File: src/rtl/itv_consts.svh
// Offsets, field positions, reset values and trap numbers of the block
`ifndef ITV_CONSTS_SVH
`define ITV_CONSTS_SVH

// Register word addresses
`define ITV_REG_VSEG      4'h0
`define ITV_REG_CPUCFG    4'h1
`define ITV_REG_TFLAG     4'h2
`define ITV_REG_TMASK     4'h3
`define ITV_REG_STATUS    4'h4
`define ITV_REG_EN0       4'h5
`define ITV_REG_PEND0     4'h8

// Reset values
`define ITV_VSEG_RST      8'h00
`define ITV_SPACING_RST   2'h0
`define ITV_TMASK_RST     10'h000

// Trap flag bit positions, class A then class B
`define ITV_F_SYSREQ0     0
`define ITV_F_STK_OVER    1
`define ITV_F_STK_UNDER   2
`define ITV_F_SOFT_BRK    3
`define ITV_F_SYSREQ1     4
`define ITV_F_MPROT       5
`define ITV_F_BAD_OPCODE  6
`define ITV_F_ACCERR      7
`define ITV_F_PROT_INSTR  8
`define ITV_F_ILLWORD     9
`define ITV_NUM_A         4
`define ITV_NUM_FLAGS     10

// Trap numbers
`define ITV_TN_RESET      7'h00
`define ITV_TN_CLASS_B    7'h0a
`define ITV_TN_CAN6       7'h46
`define ITV_TN_SYS_EXT0   7'h68
`define ITV_IDX_SYS_FIRST 28

// Byte shift for the default spacing of four bytes
`define ITV_SPACING_SHIFT 2

`endif

File: src/rtl/itv_pkg.sv
// Types shared by the trap and vector logic
`default_nettype none
package itv_pkg;

   typedef enum logic [1:0]
   {
      ST_BOOT    = 2'b00,
      ST_IDLE    = 2'b01,
      ST_PRESENT = 2'b10
   } itv_state_t;

   typedef enum logic [1:0]
   {
      LV_NONE  = 2'b00,
      LV_INT   = 2'b01,
      LV_TRAPB = 2'b10,
      LV_TRAPA = 2'b11
   } itv_level_t;

endpackage
`default_nettype wire

File: src/rtl/itv_top.sv
// Interrupt vector assignment and hardware trap handling
`include "itv_consts.svh"
`default_nettype none
module itv_top
   import itv_pkg::*;
#(
   parameter int NSRC  = 36,
   parameter int SEG_W = 8,
   parameter int OFF_W = 16
)
(
   // Clock and reset
   input  wire logic                   ref_clk,
   input  wire logic                   rst_b,
   // Register port
   input  wire logic [3:0]             reg_addr,
   input  wire logic [15:0]            reg_wdata,
   input  wire logic                   reg_wr,
   input  wire logic                   reg_rd,
   output logic      [15:0]            reg_rdata,
   // Peripheral request pulses
   input  wire logic [NSRC-1:0]        periph_req,
   // Hardware trap condition pulses
   input  wire logic [9:0]             hw_trap,
   // Software trap instruction
   input  wire logic                   sw_trap_req,
   input  wire logic [6:0]             sw_trap_num,
   output logic                        sw_trap_busy,
   // Vector presentation to the core
   output logic                        vec_valid,
   output logic      [SEG_W+OFF_W-1:0] vec_addr,
   output logic      [6:0]             vec_trap_num,
   input  wire logic                   vec_ack,
   input  wire logic                   svc_done,
   // Interrupt line
   output logic                        trap_irq
);

   localparam int NF = `ITV_NUM_FLAGS;
   localparam int NA = `ITV_NUM_A;
   localparam int NW = (NSRC + 15) / 16;

   ////////////////////////////////////////////////////////////////////////
   // Decoding functions
   // Trap number of a peripheral source
   function automatic logic [6:0] src_trap_num(input int idx);
      if (idx < `ITV_IDX_SYS_FIRST)
         src_trap_num = 7'(int'(`ITV_TN_CAN6) + idx);
      else
         src_trap_num = 7'(int'(`ITV_TN_SYS_EXT0) + idx
                           - `ITV_IDX_SYS_FIRST);
   endfunction

   // Register write strobe for one word address
   function automatic logic wr_hit(input logic [3:0] a);
      wr_hit = reg_wr && (reg_addr == a);
   endfunction

   ////////////////////////////////////////////////////////////////////////
   // State
   itv_state_t             state_q;
   itv_level_t             level_q;
   logic [SEG_W-1:0]       vseg_q;
   logic [1:0]             spacing_q;
   logic [NF-1:0]          tflag_q;
   logic [NF-1:0]          tmask_q;
   logic [NF-1:0]          serve_q;
   logic [NW*16-1:0]       en_q;
   logic [NSRC-1:0]        pend_q;
   logic [15:0]            rdata_q;
   logic                   vvalid_q;
   logic [SEG_W+OFF_W-1:0] vaddr_q;
   logic [6:0]             vnum_q;
   itv_level_t             plevel_q;
   logic [NF-1:0]          pserve_q;
   logic [NSRC-1:0]        psrc_q;

   ////////////////////////////////////////////////////////////////////////
   // Selection of the next vector
   logic                   sel_go;
   logic [6:0]             sel_num;
   itv_level_t             sel_level;
   logic [NF-1:0]          sel_serve;
   logic [NSRC-1:0]        sel_src;
   logic [NSRC-1:0]        ready_src;
   logic [SEG_W+OFF_W-1:0] sel_addr;
   logic                   take;
   logic                   acked;

   assign ready_src = pend_q & en_q[NSRC-1:0];
   assign acked     = vvalid_q && vec_ack;

   // Priority: class A, class B, software trap, lowest source
   always_comb
   begin
      sel_go    = 1'b0;
      sel_num   = `ITV_TN_RESET;
      sel_level = LV_NONE;
      sel_serve = '0;
      sel_src   = '0;
      if (state_q == ST_BOOT)
      begin
         sel_go = 1'b1;
      end
      else if (|serve_q[NA-1:0] && level_q != LV_TRAPA)
      begin
         sel_go    = 1'b1;
         sel_level = LV_TRAPA;
         for (int i = NA - 1; i >= 0; i--)
         begin
            if (serve_q[i])
            begin
               sel_num   = 7'(2 * (i + 1));
               sel_serve = NF'(1) << i;
            end
         end
      end
      else if (|serve_q[NF-1:NA] && level_q < LV_TRAPB)
      begin
         sel_go    = 1'b1;
         sel_level = LV_TRAPB;
         sel_num   = `ITV_TN_CLASS_B;
         sel_serve = serve_q & ~NF'((1 << NA) - 1);
      end
      else if (sw_trap_req)
      begin
         sel_go    = 1'b1;
         sel_level = level_q;
         sel_num   = sw_trap_num;
      end
      else if (|ready_src && level_q < LV_TRAPB)
      begin
         sel_go    = 1'b1;
         sel_level = LV_INT;
         for (int i = NSRC - 1; i >= 0; i--)
         begin
            if (ready_src[i])
            begin
               sel_num = src_trap_num(i);
               sel_src = NSRC'(1) << i;
            end
         end
      end
   end

   assign take = sel_go && (state_q != ST_PRESENT);

   // Vector address from segment and spacing
   itv_vec_calc
   #(
      .SEG_W    (SEG_W),
      .OFF_W    (OFF_W)
   )
   u_vec_calc
   (
      .seg      (vseg_q),
      .spacing  (spacing_q),
      .trap_num (sel_num),
      .addr     (sel_addr)
   );

   ////////////////////////////////////////////////////////////////////////
   // Presentation sequencer
   // Boot vector first, then one presentation at a time
   always_ff @(posedge ref_clk)
   begin
      if (!rst_b)
         state_q <= ST_BOOT;
      else
      begin
         case (state_q)
            ST_BOOT:
               state_q <= ST_PRESENT;
            ST_IDLE:
               if (take)
                  state_q <= ST_PRESENT;
            ST_PRESENT:
               if (acked)
                  state_q <= ST_IDLE;
            default:
               state_q <= ST_IDLE;
         endcase
      end
   end

   // Vector outputs held until the core accepts
   always_ff @(posedge ref_clk)
   begin
      if (!rst_b)
      begin
         vvalid_q <= 1'b0;
         vaddr_q  <= '0;
         vnum_q   <= `ITV_TN_RESET;
         plevel_q <= LV_NONE;
         pserve_q <= '0;
         psrc_q   <= '0;
      end
      else if (take)
      begin
         vvalid_q <= 1'b1;
         vaddr_q  <= sel_addr;
         vnum_q   <= sel_num;
         plevel_q <= sel_level;
         pserve_q <= sel_serve;
         psrc_q   <= sel_src;
      end
      else if (acked)
         vvalid_q <= 1'b0;
   end

   // Level of the service now running
   always_ff @(posedge ref_clk)
   begin
      if (!rst_b)
         level_q <= LV_NONE;
      else if (acked)
         level_q <= plevel_q;
      else if (svc_done)
         level_q <= LV_NONE;
   end

   ////////////////////////////////////////////////////////////////////////
   // Trap flags and service requests
   // Flags: set wins over write-one-to-clear
   always_ff @(posedge ref_clk)
   begin
      if (!rst_b)
         tflag_q <= '0;
      else
         tflag_q <= (tflag_q & ~(wr_hit(`ITV_REG_TFLAG) ?
                     reg_wdata[NF-1:0] : NF'(0))) | hw_trap;
   end

   // Serve bits ignore the mask; dropped when their vector is taken
   always_ff @(posedge ref_clk)
   begin
      if (!rst_b)
         serve_q <= '0;
      else
         serve_q <= (serve_q & ~(acked ? pserve_q : NF'(0)))
                    | hw_trap;
   end

   ////////////////////////////////////////////////////////////////////////
   // Peripheral requests
   // Pending bit per source; new request wins over its acceptance
   always_ff @(posedge ref_clk)
   begin
      if (!rst_b)
         pend_q <= '0;
      else
         pend_q <= (pend_q & ~(acked ? psrc_q : NSRC'(0)))
                   | periph_req;
   end

   // Per-source enable words
   genvar w;
   generate
      for (w = 0; w < NW; w++)
      begin : g_en
         always_ff @(posedge ref_clk)
         begin
            if (!rst_b)
               en_q[w*16 +: 16] <= 16'h0000;
            else if (wr_hit(4'(int'(`ITV_REG_EN0) + w)))
               en_q[w*16 +: 16] <= reg_wdata;
         end
      end
   endgenerate

   ////////////////////////////////////////////////////////////////////////
   // Configuration registers
   // Vector segment
   always_ff @(posedge ref_clk)
   begin
      if (!rst_b)
         vseg_q <= `ITV_VSEG_RST;
      else if (wr_hit(`ITV_REG_VSEG))
         vseg_q <= reg_wdata[SEG_W-1:0];
   end

   // Vector spacing field
   always_ff @(posedge ref_clk)
   begin
      if (!rst_b)
         spacing_q <= `ITV_SPACING_RST;
      else if (wr_hit(`ITV_REG_CPUCFG))
         spacing_q <= reg_wdata[1:0];
   end

   // Interrupt mask over the trap flags
   always_ff @(posedge ref_clk)
   begin
      if (!rst_b)
         tmask_q <= `ITV_TMASK_RST;
      else if (wr_hit(`ITV_REG_TMASK))
         tmask_q <= reg_wdata[NF-1:0];
   end

   ////////////////////////////////////////////////////////////////////////
   // Read path
   logic [NW*16-1:0] pend_ext;
   logic [15:0]      rd_mux;

   assign pend_ext = (NW*16)'(pend_q);

   // Read data one cycle after the strobe
   always_comb
   begin
      rd_mux = 16'h0000;
      case (reg_addr)
         `ITV_REG_VSEG:   rd_mux = 16'(vseg_q);
         `ITV_REG_CPUCFG: rd_mux = 16'(spacing_q);
         `ITV_REG_TFLAG:  rd_mux = 16'(tflag_q);
         `ITV_REG_TMASK:  rd_mux = 16'(tmask_q);
         `ITV_REG_STATUS: rd_mux = {11'h000, vvalid_q, level_q, state_q};
         default:
         begin
            for (int i = 0; i < NW; i++)
            begin
               if (reg_addr == 4'(int'(`ITV_REG_EN0) + i))
                  rd_mux = en_q[i*16 +: 16];
               if (reg_addr == 4'(int'(`ITV_REG_PEND0) + i))
                  rd_mux = pend_ext[i*16 +: 16];
            end
         end
      endcase
   end

   // Read data register, zero outside the cycle after a read
   always_ff @(posedge ref_clk)
   begin
      if (!rst_b)
         rdata_q <= 16'h0000;
      else if (reg_rd)
         rdata_q <= rd_mux;
      else
         rdata_q <= 16'h0000;
   end

   ////////////////////////////////////////////////////////////////////////
   // Outputs
   assign reg_rdata    = rdata_q;
   assign vec_valid    = vvalid_q;
   assign vec_addr     = vaddr_q;
   assign vec_trap_num = vnum_q;
   assign sw_trap_busy = (state_q != ST_IDLE) || |serve_q;
   assign trap_irq     = |(tflag_q & tmask_q);

endmodule
`default_nettype wire

File: src/rtl/itv_vec_calc.sv
// Vector address from segment, spacing field and trap number
`include "itv_consts.svh"
`default_nettype none
module itv_vec_calc
#(
   parameter int SEG_W = 8,
   parameter int OFF_W = 16
)
(
   // Vector table placement
   input  wire logic [SEG_W-1:0]       seg,
   input  wire logic [1:0]             spacing,
   // Selected vector
   input  wire logic [6:0]             trap_num,
   output logic      [SEG_W+OFF_W-1:0] addr
);

   logic [OFF_W-1:0] offset;

   // Offset is trap number times the spacing, placed in the segment
   always_comb
   begin
      offset = OFF_W'(trap_num) << (`ITV_SPACING_SHIFT + int'(spacing));
      addr   = {seg, offset};
   end

endmodule
`default_nettype wire

File: config.mk
export PLATFORM = sky130hd
export DESIGN_NAME = itv_top
export DESIGN_NICKNAME = d
export VERILOG_FILES = /design/src/rtl/itv_pkg.sv /design/src/rtl/itv_top.sv /design/src/rtl/itv_vec_calc.sv
export VERILOG_INCLUDE_DIRS = /design/src /design/src/rtl
export SDC_FILE = /design/constraint.sdc
export NUM_CORES = 1
export LEC_CHECK = 0
export BUFFER_PORTS_ARGS = -buffer_cell sky130_fd_sc_hd__clkbuf_2
export CORE_MARGIN = 3
export CORE_UTILIZATION = 55
export CTS_BUF_LIST = sky130_fd_sc_hd__clkbuf_4
export DETAILED_ROUTE_END_ITERATION = 12
export GPL_TIMING_DRIVEN = 0
export PLACE_DENSITY = 0.74
export SYNTH_ARGS = -nofsm -noshare
export SYNTH_HDL_FRONTEND = slang
export SYNTH_SLANG_ARGS = --single-unit
File: constraint.sdc
create_clock -name ref_clk -period 3 [get_ports ref_clk]
set_input_delay 0.45 -clock ref_clk [delete_from_list [all_inputs] [get_ports ref_clk]]
set_output_delay 0.45 -clock ref_clk [all_outputs]
set_load 0.03 [all_outputs]
==> run summary <==
Worst EP arrival: 3.57 ns
Vias per cell: 6.288
Hold WC Path Type: input pin to flip-flop
Mean post-synth cell area: 7.924 um^2
Crit path max-delay family: compound AO/OA/AOI/OAI gates
Grt ovf: 0
Dpl cell area: 10960 um^2
Outcome: complete, no violations
TritonCTS clock tree: yes
Worst setup EP type: flip-flop
Core ar.: 17600 um^2
Worst VDD drop: 0.0004797 V
Largest family of logic cells by synthesized area: simple AND/OR/NAND/NOR gates
Nets@finish: 1577
Number of DRC markers in iteration 0: 1209
Layout area overhead: 20.48%
Clock Root Buffer: clkbuf_4
Util after Layout: 68.90%
P_leak: 4.698 nW
Type of origin of the critical path: flip-flop
WL per Instance: 22.41 um
Die W: 141.3 um
Setup tns final: 0 ns
Yosys warnings: 0
Final worst path period share: 98.64%
Measured slew at the worst slew-check pin: 0.9365 ns
Port-buffer cells: 123
Post-Syn Area: 10060 um^2
CP dominant cell by count: a21oi_1
Post-synth EDFFs: 0
Post-DP HPWL: 29210 um
Pin count of the biggest net entering global routing: 16
Most common cell after layout, fill and taps aside: nand2_1
Routed WL: 39450 um
Slew Limit Fails: 0
Highest fanout seen on the critical path: 10
ANT nets after route: 0
Total placed cells including tap cells: 1619
Main flop type after synthesis: dfxtp_1
Final Wtd Congestion: 1.022
Clock skew: 0.05169 ns
Final setup fails: 0
Async S/R FF share, synth: 0%
Number of global-route vias before repair: 10550
XOR/XNOR share of the synthesized area: 0%
Unrepaired setup endpoints after global routing: true
Fin area: 12120 um^2
Clk slew on worst S/H paths: 0.07 ns
Synth Area in Compound Gates: 23.75%
Crit path required time: 3.61 ns
First-pass GRT wire length: 59530 um
1st-pass router iterations: 6
Sequential element share of the synthesized area: 44.16%
Antenna violations before repair: 1
DR vias: 11070
Cells after Synth: 1270
Sinks on Clock Net: 222
Global-route usage over all layers: 38.72%
Yosys reg bits: 222
Post-Synth Simple-Gate Area: 25.07%
Pwr Density: 522.4 nW/um^2
Leading cell types in the layout, fill and taps excluded: 274 x nand2_1, 222 x dfxtp_1, 177 x a21oi_1, 153 x nor2_1, 124 x clkbuf_2
Number of remaining DRC errors: 0
Top Ports: 130
# rows: 48
CP peak stage delay: 0.84 ns
Die Ht: 141.3 um
Slew margin rel.: 37.09%
Final-report hold violation count: 0
Initial core utilization: 57.19%
Distinct cells, synth: 74
CP Cell Sequence: clkbuf_1, a31oi_1, nor3_1, a32o_1, a21oi_1, a21oi_1, o22ai_1, a21oi_1
Clock Path Buffers: 3
CP Class: flip-flop to flip-flop
Worst-Skew Late Latency: 0.71 ns
Total die area: 19960 um^2
Critical path's slowest cell: nor3_1
CTS buffer count: 56
Max-Cap Viols: 0
Post-Synth Adder-Cell Area: 0%
Highest Clock Rate: 337.9 MHz
Post-synthesis mux area share: 3.581%
Fraction of final layout cells with drive strength greater than 1: 17.41%
Tmin final: 2.959 ns
Non-Filler Instances: 1760
Htree depth: 2
Buf/Inv on CP: 1
-- final timing paths --
path                             startpoint                         to  slack (ns)  cells after the start
hold reg to reg   vec_addr[11]$_SDFFE_PN0P_  vec_addr[11]$_SDFFE_PN0P_        0.45                      2
setup / recovery    level_q[1]$_SDFFE_PN0P_   vec_addr[5]$_SDFFE_PN0P_        0.04                      8
hold / removal                   hw_trap[3]      tflag_q[3]$_SDFF_PN0_        0.01                      3
setup reg to reg    level_q[1]$_SDFFE_PN0P_   vec_addr[5]$_SDFFE_PN0P_        0.04                      8
-- state kept, by name, indices dropped and copies added (netlist names) --
register	flops
vec_addr	22
vec_trap_num	7
reg_rdata	16
en_q	48
plevel_q	2
tflag_q	10
spacing_q	2
pserve_q	10
tmask_q	10
serve_q	10
level_q	2
vec_valid	1
state_q	2
vseg_q	8
psrc_q	36
pend_q	36
-- kinds of logic (layout without fill, tap and decap cells) --
logic type,after synthesis,count (layout)
other,1,3
AOI/OAI and AO/OA,362,362
DFF,222,222
buffers and inverters,84,347
muxes,33,33
and+or+nand+nor,568,568
-- worst reg2reg max path: stages, from the launching register on --
cell and delay, ns:
dfxtp_1 0.32, clkbuf_1 0.46, a31oi_1 0.29, nor3_1 0.85, a32o_1 0.29, a21oi_1 0.12
a21oi_1 0.29, o22ai_1 0.11, a21oi_1 0.17
-- where the power goes --
group          switching [mW]  total (mW)  internal, mW
logic                   0.460       0.687         0.227
clock network            1.24        2.50          1.26
registers               0.119        3.15          3.03
-- stage by stage --
stage                     setup WS (ns)  hold WS (ns)  total power, mW
after detailed placement        -0.1009        0.4425            3.819
final                           0.04082       0.01197            6.333
after CTS                      0.005410     0.0006127            6.311
after global placement          -0.1191        0.4308            3.811
after floorplan                  0.8079        0.4154            3.524
after global routing           -0.05848      0.007474            6.549
-- synth_stat cells (all sizes together) (3+ instances only) --
library cell	instances	area (um^2)
a211oi	15	122.6
a21oi	178	894.6
a221oi	7	67.56
a222oi	3	30.03
a22o	19	166.4
a22oi	57	476.7
a31oi	12	75.07
a32o	7	70.07
a32oi	8	70.07
a41oi	3	26.28
and2	10	62.56
and3	13	86.33
buf	17	91.34
clkbuf	60	225.2
dfxtp	222	4444
inv	6	22.52
mux2	4	45.04
mux2i	27	270.3
nand2	275	1035
nand3	28	150.1
nand4	26	175.2
nor2	155	586.8
nor2b	8	50.05
nor3	17	85.08
nor3b	8	60.06
nor4	9	92.59
o211ai	3	22.52
o21ai	22	117.6
o22ai	5	31.28
o31ai	3	36.28
or2	3	18.77
or3	6	37.54
-- repair_timing --
item / 4_1_cts / 5_1_grt
hold buffers: 43 / 0
hold endpoints to repair: 54 / 0
buffers inserted: 0 / 2
setup endpoints to repair: 15 / 65
gates resized for setup: 2 / 6
pin swaps: 0 / 2
-- cell type report --
class                           instances  area (um^2)
Timing Repair Buffer                  168         1061
Inverter                                7        26.28
Clock inverter                         12        55.05
Tap cell                              225        281.5
Antenna cell                            1        2.502
Fill cell                            1509         5473
Buffer                                 77        317.8
Sequential cell                       222         4444
Multi-Input combinational cell        965         5313
Clock buffer                           83        623.1
-- layer usage --
layer / track usage [%] / vias up / wire length [um]
met2: 60.80 / 728 / 17680
met4: 20.35 / 0 / 2309
met1: 50.71 / 5129 / 15300
met3: 7.550 / 169 / 4154
met5: 0 / - / 0
li1: - / 5040 / -
Power figures use the tool's default switching activity.
